$ cat src/rtl/dtit_pkg.sv
// constants and carriers for the endpoint translation-cache invalidation tracker
package dtit_pkg;
  localparam int NUM_TAGS = 32;
  localparam int TAG_W = 5;
  localparam int SID_W = 16;
  localparam int PASID_W = 20;
  localparam int TALLY_W = 4;
  localparam int TIMER_W = 25;
  localparam int CLK_MHZ = 200;
  // read completion time-outs top out near 50 ms, so double that
  localparam int TIMEOUT_MS = 100;
  localparam int TIMEOUT_CYCLES = TIMEOUT_MS * CLK_MHZ * 1000;
  localparam logic [TALLY_W-1:0] TALLY_RST = 4'h0;
  localparam logic [TALLY_W-1:0] TALLY_STEP = 4'h1;
  localparam logic [TALLY_W-1:0] COUNT_ZERO_MEANS = 4'h8;
  localparam logic [TIMER_W-1:0] TIMER_RST = 25'h0;
  localparam logic [TIMER_W-1:0] TIMER_STEP = 25'h1;
  localparam logic [SID_W-1:0] OWNER_RST = 16'h0;

  typedef enum logic {
    MSG_IDLE = 1'b0,
    MSG_SEND = 1'b1
  } dtit_msg_state_t;

  typedef struct packed {
    logic [SID_W-1:0]   endpoint_id;
    logic [63:12]       addr;
    logic               size;
    logic               global_inv;
    logic               pasid_valid;
    logic [PASID_W-1:0] pasid;
  } dtit_inv_req_t;

  typedef struct packed {
    logic [SID_W-1:0]   endpoint_id;
    logic [TAG_W-1:0]   invalidation_tag;
    logic [63:12]       addr;
    logic               size;
    logic               global_inv;
    logic               pasid_prefix;
    logic [PASID_W-1:0] pasid;
  } dtit_inv_msg_t;

  typedef struct packed {
    logic [SID_W-1:0]    source_id;
    logic [NUM_TAGS-1:0] tag_vector;
    logic [2:0]          completion_count;
  } dtit_inv_cpl_t;
endpackage

$ cat src/rtl/dtit_tag_alloc.sv
// lowest free tag finder
`timescale 1ns/1ps
module dtit_tag_alloc #(
  parameter int NUM_TAGS = dtit_pkg::NUM_TAGS,
  parameter int TAG_W    = dtit_pkg::TAG_W
) (
  input  wire logic [NUM_TAGS-1:0] busy_vec_in,
  output logic                     any_free_out,
  output logic [TAG_W-1:0]         free_tag_out
);
  // scan from the top so the lowest free index is left standing
  always_comb begin
    any_free_out = 1'b0;
    free_tag_out = '0;
    for (int i = NUM_TAGS - 1; i >= 0; i--) begin
      if (!busy_vec_in[i]) begin
        any_free_out = 1'b1;
        free_tag_out = TAG_W'(i);
      end
    end
  end
endmodule

$ cat src/rtl/dtit_tag_entry.sv
// per-tag owner, completion tally and completion timer
`timescale 1ns/1ps
module dtit_tag_entry #(
  parameter int TIMEOUT_CYCLES = dtit_pkg::TIMEOUT_CYCLES
) (
  input  wire logic                          clk_in,
  input  wire logic                          rst_n_in,
  input  wire logic                          alloc_in,
  input  wire logic [dtit_pkg::SID_W-1:0]    owner_in,
  input  wire logic                          hit_in,
  input  wire logic [dtit_pkg::TALLY_W-1:0]  expect_in,
  output logic                               busy_out,
  output logic [dtit_pkg::SID_W-1:0]         owner_out,
  output logic                               done_out,
  output logic                               expired_out
);
  localparam logic [dtit_pkg::TIMER_W-1:0] TIMER_LAST =
    dtit_pkg::TIMER_W'(TIMEOUT_CYCLES - 1);

  logic                          busy_q,  busy_d;
  logic [dtit_pkg::SID_W-1:0]    owner_q, owner_d;
  logic [dtit_pkg::TALLY_W-1:0]  tally_q, tally_d;
  logic [dtit_pkg::TIMER_W-1:0]  timer_q, timer_d;

  always_comb begin
    busy_d      = busy_q;
    owner_d     = owner_q;
    tally_d     = tally_q;
    timer_d     = timer_q;
    done_out    = 1'b0;
    expired_out = 1'b0;
    if (alloc_in) begin
      busy_d  = 1'b1;
      owner_d = owner_in;
      tally_d = dtit_pkg::TALLY_RST;
      timer_d = dtit_pkg::TIMER_RST;
    end else if (busy_q) begin
      timer_d = timer_q + dtit_pkg::TIMER_STEP;
      if (hit_in) begin
        tally_d = tally_q + dtit_pkg::TALLY_STEP;
        done_out = (tally_d == expect_in);
      end
      // a last response in the expiry cycle still counts as completion
      expired_out = !done_out && (timer_q == TIMER_LAST);
      if (done_out || expired_out) begin
        busy_d  = 1'b0;
        tally_d = dtit_pkg::TALLY_RST;
        timer_d = dtit_pkg::TIMER_RST;
      end
    end
  end

  always_ff @(posedge clk_in or negedge rst_n_in) begin
    if (!rst_n_in) begin
      busy_q  <= 1'b0;
      owner_q <= dtit_pkg::OWNER_RST;
      tally_q <= dtit_pkg::TALLY_RST;
      timer_q <= dtit_pkg::TIMER_RST;
    end else begin
      busy_q  <= busy_d;
      owner_q <= owner_d;
      tally_q <= tally_d;
      timer_q <= timer_d;
    end
  end

  assign busy_out  = busy_q;
  assign owner_out = owner_q;
endmodule

$ cat src/rtl/dtit_tracker.sv
// endpoint translation-cache invalidation tracker top
`timescale 1ns/1ps
module dtit_tracker #(
  parameter int NUM_TAGS       = dtit_pkg::NUM_TAGS,
  parameter int TIMEOUT_CYCLES = dtit_pkg::TIMEOUT_CYCLES
) (
  input  wire logic                    ref_clk_in,
  input  wire logic                    resetn_in,
  input  wire logic                    req_valid_in,
  output logic                         req_ready_out,
  input  wire dtit_pkg::dtit_inv_req_t req_in,
  output logic                         msg_valid_out,
  input  wire logic                    msg_ready_in,
  output dtit_pkg::dtit_inv_msg_t      msg_out,
  input  wire logic                    cpl_valid_in,
  output logic                         cpl_ready_out,
  input  wire dtit_pkg::dtit_inv_cpl_t cpl_in,
  input  wire logic                    fault_event_enable_in,
  input  wire logic                    completion_error_clear_in,
  input  wire logic                    completion_timeout_clear_in,
  output logic                         completion_error_flag_out,
  output logic                         completion_timeout_flag_out,
  output logic                         fault_event_out,
  output logic [NUM_TAGS-1:0]          tags_busy_out
);
  // reset release synchroniser
  logic rst_meta_q;
  logic rst_n_q;
  always_ff @(posedge ref_clk_in or negedge resetn_in) begin
    if (!resetn_in) begin
      rst_meta_q <= 1'b0;
      rst_n_q    <= 1'b0;
    end else begin
      rst_meta_q <= 1'b1;
      rst_n_q    <= rst_meta_q;
    end
  end

  logic [NUM_TAGS-1:0]                busy_vec;
  logic [NUM_TAGS-1:0]                done_vec;
  logic [NUM_TAGS-1:0]                expired_vec;
  logic [NUM_TAGS-1:0]                alloc_vec;
  logic [NUM_TAGS-1:0]                owner_ok_vec;
  logic [NUM_TAGS-1:0]                hit_vec;
  logic [dtit_pkg::SID_W-1:0]         owner_arr [NUM_TAGS];
  logic                               any_free;
  logic [dtit_pkg::TAG_W-1:0]         free_tag;
  logic                               req_fire;
  logic                               cpl_fire;
  logic                               cpl_bad;
  logic [dtit_pkg::TALLY_W-1:0]       expect_cnt;
  localparam logic [dtit_pkg::TIMER_W-1:0] AGE_LAST =
    dtit_pkg::TIMER_W'(TIMEOUT_CYCLES - 1);

  dtit_tag_alloc #(
    .NUM_TAGS (NUM_TAGS),
    .TAG_W    (dtit_pkg::TAG_W)
  ) u_alloc (
    .busy_vec_in  (busy_vec),
    .any_free_out (any_free),
    .free_tag_out (free_tag)
  );

  // outgoing message register; one message in flight toward the link
  dtit_pkg::dtit_msg_state_t msg_state_q, msg_state_d;
  dtit_pkg::dtit_inv_msg_t   msg_q,       msg_d;

  // no free tag keeps the queue stalled rather than dropping the request
  assign req_ready_out = any_free && (msg_state_q == dtit_pkg::MSG_IDLE || msg_ready_in);
  assign req_fire      = req_valid_in && req_ready_out;

  always_comb begin
    msg_state_d = msg_state_q;
    msg_d       = msg_q;
    if (msg_state_q == dtit_pkg::MSG_SEND && msg_ready_in) begin
      msg_state_d = dtit_pkg::MSG_IDLE;
    end
    if (req_fire) begin
      msg_state_d                = dtit_pkg::MSG_SEND;
      msg_d.endpoint_id          = req_in.endpoint_id;
      msg_d.invalidation_tag     = free_tag;
      msg_d.addr                 = req_in.addr;
      msg_d.size                 = req_in.size;
      msg_d.global_inv           = req_in.global_inv;
      msg_d.pasid_prefix         = req_in.pasid_valid;
      msg_d.pasid                = req_in.pasid_valid ? req_in.pasid : '0;
    end
  end

  always_ff @(posedge ref_clk_in or negedge rst_n_q) begin
    if (!rst_n_q) begin
      msg_state_q <= dtit_pkg::MSG_IDLE;
      msg_q       <= '0;
    end else begin
      msg_state_q <= msg_state_d;
      msg_q       <= msg_d;
    end
  end

  assign msg_valid_out = (msg_state_q == dtit_pkg::MSG_SEND);
  assign msg_out       = msg_q;

  // completion check: any bad tag drops the whole message
  assign cpl_ready_out = 1'b1;
  assign cpl_fire      = cpl_valid_in;
  assign expect_cnt    = (cpl_in.completion_count == 3'h0) ? dtit_pkg::COUNT_ZERO_MEANS
                         : {1'b0, cpl_in.completion_count};
  assign cpl_bad       = |(cpl_in.tag_vector & ~(busy_vec & owner_ok_vec));

  genvar g;
  generate
    for (g = 0; g < NUM_TAGS; g++) begin : g_tag
      // shadow age and response count, kept apart from the entries on purpose
      logic [dtit_pkg::TIMER_W-1:0] age_q,  age_d;
      logic [dtit_pkg::TALLY_W-1:0] hits_q, hits_d;
      assign owner_ok_vec[g] = (owner_arr[g] == cpl_in.source_id);
      assign alloc_vec[g]    = req_fire && (free_tag == dtit_pkg::TAG_W'(g));
      assign hit_vec[g]      = cpl_fire && !cpl_bad && cpl_in.tag_vector[g];
      dtit_tag_entry #(
        .TIMEOUT_CYCLES (TIMEOUT_CYCLES)
      ) u_entry (
        .clk_in      (ref_clk_in),
        .rst_n_in    (rst_n_q),
        .alloc_in    (alloc_vec[g]),
        .owner_in    (req_in.endpoint_id),
        .hit_in      (hit_vec[g]),
        .expect_in   (expect_cnt),
        .busy_out    (busy_vec[g]),
        .owner_out   (owner_arr[g]),
        .done_out    (done_vec[g]),
        .expired_out (expired_vec[g])
      );

      always_comb begin
        age_d  = dtit_pkg::TIMER_RST;
        hits_d = dtit_pkg::TALLY_RST;
        if (busy_vec[g]) begin
          age_d  = age_q + dtit_pkg::TIMER_STEP;
          hits_d = hit_vec[g] ? hits_q + dtit_pkg::TALLY_STEP : hits_q;
        end
      end

      always_ff @(posedge ref_clk_in or negedge rst_n_q) begin
        if (!rst_n_q) begin
          age_q  <= dtit_pkg::TIMER_RST;
          hits_q <= dtit_pkg::TALLY_RST;
        end else begin
          age_q  <= age_d;
          hits_q <= hits_d;
        end
      end

    end
  endgenerate

  // sticky fault flags; a new event beats a clear in the same cycle
  logic err_evt;
  logic to_evt;
  logic err_flag_q, err_flag_d;
  logic to_flag_q,  to_flag_d;
  logic event_q,    event_d;

  assign err_evt = cpl_fire && cpl_bad;
  assign to_evt  = |expired_vec;

  always_comb begin
    err_flag_d = completion_error_clear_in ? 1'b0 : err_flag_q;
    to_flag_d  = completion_timeout_clear_in ? 1'b0 : to_flag_q;
    if (err_evt) begin
      err_flag_d = 1'b1;
    end
    if (to_evt) begin
      to_flag_d = 1'b1;
    end
    event_d = (err_evt || to_evt) && fault_event_enable_in;
  end

  always_ff @(posedge ref_clk_in or negedge rst_n_q) begin
    if (!rst_n_q) begin
      err_flag_q <= 1'b0;
      to_flag_q  <= 1'b0;
      event_q    <= 1'b0;
    end else begin
      err_flag_q <= err_flag_d;
      to_flag_q  <= to_flag_d;
      event_q    <= event_d;
    end
  end

  assign completion_error_flag_out   = err_flag_q;
  assign completion_timeout_flag_out = to_flag_q;
  assign fault_event_out             = event_q;
  assign tags_busy_out               = busy_vec;

  logic [dtit_pkg::TAG_W-1:0] last_tag_q, last_tag_d;
  // tag handed out this cycle, kept so the next cycle can name it
  always_comb begin
    last_tag_d = free_tag;
  end
  always_ff @(posedge ref_clk_in or negedge rst_n_q) begin
    if (!rst_n_q) begin
      last_tag_q <= '0;
    end else begin
      last_tag_q <= last_tag_d;
    end
  end
endmodule

$ cat config.mk
export PLATFORM = sky130hd
export DESIGN_NAME = dtit_tracker
export DESIGN_NICKNAME = d
export VERILOG_FILES = /design/src/rtl/dtit_pkg.sv /design/src/rtl/dtit_tag_alloc.sv /design/src/rtl/dtit_tag_entry.sv /design/src/rtl/dtit_tracker.sv
export SDC_FILE = /design/constraint.sdc
export NUM_CORES = 2
export LEC_CHECK = 0
export ABC_AREA = 1
export CAP_MARGIN = 0
export CORE_UTILIZATION = 59
export CTS_CLUSTER_DIAMETER = 50
export DETAILED_ROUTE_END_ITERATION = 8
export DONT_BUFFER_PORTS = 1
export PLACE_DENSITY = 0.75
export SLEW_MARGIN = 20
export SYNTH_ARGS = -nofsm -noshare
export SYNTH_HDL_FRONTEND = slang
export SYNTH_SLANG_ARGS = --single-unit
$ cat constraint.sdc
create_clock -name ref_clk_in -period 105.6 [get_ports ref_clk_in]
set_clock_uncertainty 0.1 [all_clocks]
set_input_delay 5.28 -clock ref_clk_in [delete_from_list [all_inputs] [get_ports ref_clk_in]]
set_output_delay 5.28 -clock ref_clk_in [all_outputs]
set_load 0.01 [all_outputs]
==> impl_summary.txt <==
----------------------------------------------------
[Critical path]
  Slowest cell on crit path ... inv_1
  Setup crit end kind ... primary output
  Crit path DAT ... 5620 ps
  Setup slack of the worst register-to-register path ... between 90000 and 100000 ps
  Buf/Inv on CP ... 2
  Crit. Startpoint ... msg_ready_in
  Cell-by-cell listing of the critical path ... inv_1 -> nand2_1 -> o41ai_1 -> inv_1
  Largest incremental delay on the critical path ... approximately 180 ps
  Critical Path Source Type ... input pin
  Timing endpoint of the critical path ... req_ready_out
  Worst setup path category ... in -> out
  Required time reported for the critical path endpoint ... 100220 ps
  Cell depth of the worst setup path ... 4
  Reg-to-Reg End ... g_tag[26].u_entry.owner_out[1]$_DFFE_PN0N_
  CP most frequent cell ... inv_1
  Maximum fanout encountered on the critical timing path ... 2
  Worst reg-to-reg path cell count ... 38
  Cell family with most CP delay ... buffers and inverters
  Reg-to-reg startpoint ... g_tag[31].u_entry.busy_out$_DFF_PN0_

[GRT]
  Maximum number of pins on one net before global-route repair ... 160
  Wire length of the first global-routing pass ... 425400 um
  Overall fraction of global-route tracks in use ... 33.94%
  Via count of the first global-routing pass ... 79210
  Remaining global-route overflow ... 0
  Antenna violations before repair ... 6

[Route]
  Number of DRC violations after detailed-routing iteration 0 ... 8611
  Sum of routed wire segments on met1 ... 106700 um
  Final routed wire length divided by cell count ... 19.10 um
  Uppermost layer routed ... met5
  Number of vias after detailed routing ... between 80000 and 90000
  Detail Route met3 WL ... between 20000 and 25000 um
  Post-route DRC ... 0
  Antenna violation net count after detailed routing ... 0
  Initial DRT Pass Iterations ... 9
  Detail Route met2 WL ... 120600 um
  Detail-routed via count per cell ... 5.945
  Overall routed net length ... ~270000 um

[Floorplan]
  CORE AREA ... 0.1523 mm2
  Die Span X ... 394.0 um
  Die outline height ... 394.0 um
  Initial Utilization ... 59.54%
  Std cell rows ... between 100 and 150
  Number of I/O pins ... about 280
  Area of the die ... 0.1552 mm2

[Clock network]
  CTS tree ... built
  Total clock sinks ... 1574
  Max Root-Sink Buffers ... 3
  CTS resizes ... 0
  H-Tree Level Count ... 4
  Clock Root Buffer ... clkbuf_16
  Clock-pin slew reported for the worst setup and hold paths after clock tree synthesis ... 50 ps
  CTS Hold Bufs ... 0
  Clock latency on the worst-skew pair ... 820 ps
  Total setup buffers inserted after CTS ... 0
  Total clock buffers created by CTS ... roughly 190

[STA]
  WHS ... 249.2 ps
  Slew HR ... 24.86%
  Clock period minus final worst setup slack ... 11000 ps
  Fin. max-slew vios ... 0
  Setup repair after global routing missed its margin ... false
  Portion of the clock cycle consumed by the worst path in the final layout ... a little over a tenth
  Highest achievable clock rate ... 90.89 MHz
  Tightest Pin Transition ... approximately 1100 ps
  Final setup violation count ... 0
  Number of hold violations in the final report ... 0
  Total negative setup slack ... 0 ps

[Logic synthesis]
  Number of flip-flops and latches in the synthesized netlist ... 1574
  Count of flip-flops with a built-in enable after synthesis ... 0
  Cell area after technology mapping ... 0.09066 mm2
  Flip-flop cell with the highest count after synthesis ... dfrtp_1
  Sequential element share of the synthesized area ... 43.44%
  Post-synth cell types ... 65
  Async set-reset flop share out of synthesis ... between 90% and 100%
  Warnings, synthesis ... 0
  Average cell area after synthesis ... 7.518 um2
  Mapped Cells ... 12060

[Hold path]
  Path class of the lowest-slack min-delay path ... reg -> reg

[Power]
  Lkg Pwr ... around 0.047 uW
  Total power after layout ... 1761 uW
  Worst ir drop on vdd ... 0.02847 mV
  Power per unit of standard cell area ... 17.95 mW/mm2

[Place]
  Number of input and output port buffers inserted ... 0
  GPL Wtd Cong ... approximately 0.95
  Estimated wirelength of the detail-placed design ... 174900 um

[Layout]
  Fraction of layout instances using a drive strength above 1 ... 5.205%
  Number of fill cells ... approximately 13000
  Nets ... approximately 12000
  Signed area change from the synthesized netlist to the final layout ... 8.222%

[Outcome]
  Run status ... finished, final reports clean

[Flow run]
  Number of max-cap violations ... 0

----------------------------------------------------
flip-flops by register name, summed over array words and instances (netlist names):
| signal | cells |
|---|---|
| g_tag.u_entry.owner_out | 512 |
| g_tag.u_entry.timer_q | 800 |
| msg_valid_out | 1 |
| g_tag.u_entry.tally_q | 128 |
| msg_out | 96 |
| completion_error_flag_out | 1 |
| completion_timeout_flag_out | 1 |
| g_tag.u_entry.busy_out | 32 |
| rst_n_q | 1 |
| fault_event_out | 1 |
| rst_meta_q | 1 |
cell usage after synthesis (25+ instances only):
library cell / count / area, um2
a211oi_1: 58 / 435.4
a21oi_1: 295 / 1476
a22oi_1: 58 / 435.4
buf_1: 25 / 93.84
buf_2: 177 / 885.9
buf_4: 52 / 390.4
clkbuf_1: 342 / 1284
dfrtp_1: 1574 / 39390
ha_1: 64 / 800.8
inv_1: 1339 / 5026
nand2_1: 3038 / 11400
nand3_1: 675 / 3378
nand3b_1: 55 / 412.9
nand4_1: 584 / 3654
nor2_1: 1121 / 4208
nor3_1: 357 / 1787
nor4_1: 254 / 1589
o2111ai_1: 65 / 569.3
o21ai_0: 706 / 3533
o22ai_1: 115 / 719.4
or2_2: 99 / 619.3
xnor2_1: 218 / 1909
xor2_1: 486 / 4257
where the power goes:
part,internal (uW),switching (uW),leakage [uW]
combinational,96.7,261,0.0232
sequential,664,59.8,0.0207
clock,402,277,0.00316
cell families after synthesis:
group | count (synthesis) | synth area share, %
mux | 4 | 0.04968
fa+ha+maj | 64 | 0.8832
xor+xnor | 704 | 6.801
flops | 1574 | 43.44
simple gates | 6271 | 30.71
buf+inv | 1964 | 8.607
compound gates | 1477 | 9.500
other cells | 1 | 0.004136
through the flow:
step / cells / cell area [um2] / util, % / setup WS [ps]
finish: 13950 / 98120 / 64.44 / 94600
global route: 13950 / 98110 / 64.43 / 94540
CTS: 13940 / 97980 / 64.35 / 94590
detailed placement: 13600 / 91450 / 60.06 / 94590
global placement: 13600 / 91450 / 60.06 / 94620
floorplan: 12060 / 90670 / - / 58380
layout by cell type, fill, tap and decap left out, types with 254 or more instances in the layout:
cell type / Yosys / routed
nand3_1: 675 / 672
inv_1: 1339 / 1336
dfrtp_1: 1574 / 1573
nor3_1: 357 / 356
nand4_1: 584 / 584
a21oi_1: 295 / 293
o21ai_0: 706 / 706
nor2_1: 1121 / 1117
nor4_1: 254 / 254
nand2_1: 3038 / 3036
xor2_1: 486 / 486
how the worst min path moves through the flow:
| stage | start | endpoint | slack (ps) | depth (start not counted) |
|---|---|---|---|---|
| floorplan | rst_meta_q$_DFF_PN0_ | rst_n_q$_DFF_PN0_ | 230 | 0 |
| global placement | rst_meta_q$_DFF_PN0_ | rst_n_q$_DFF_PN0_ | 240 | 0 |
| detailed placement | rst_meta_q$_DFF_PN0_ | rst_n_q$_DFF_PN0_ | 240 | 0 |
| CTS | rst_meta_q$_DFF_PN0_ | rst_n_q$_DFF_PN0_ | 250 | 0 |
| global route | rst_meta_q$_DFF_PN0_ | rst_n_q$_DFF_PN0_ | 260 | 0 |
| finish | rst_meta_q$_DFF_PN0_ | rst_n_q$_DFF_PN0_ | 250 | 0 |
routing by layer:
metal,track usage [%],vias up
met1,44.02,39570
met3,6.866,724
met4,18.17,4
met2,53.61,3504
met5,0,-
li1,-,39140
cell type report:
| cell class | instances | area, um2 | share of cell area, % |
|---|---|---|---|
| clock inverters | 113 | 1418 | 1.445 |
| repair buffers | 108 | 924.6 | 0.9424 |
| diodes | 10 | 25.02 | 0.02550 |
| flip-flops and latches | 1574 | 39390 | 40.15 |
| inverters | 1366 | 5130 | 5.228 |
| multi-input cells | 8522 | 43580 | 44.42 |
| clock buffers | 229 | 5109 | 5.207 |
| well taps | 2030 | 2540 | 2.589 |
(Power assumes the default switching activity.)
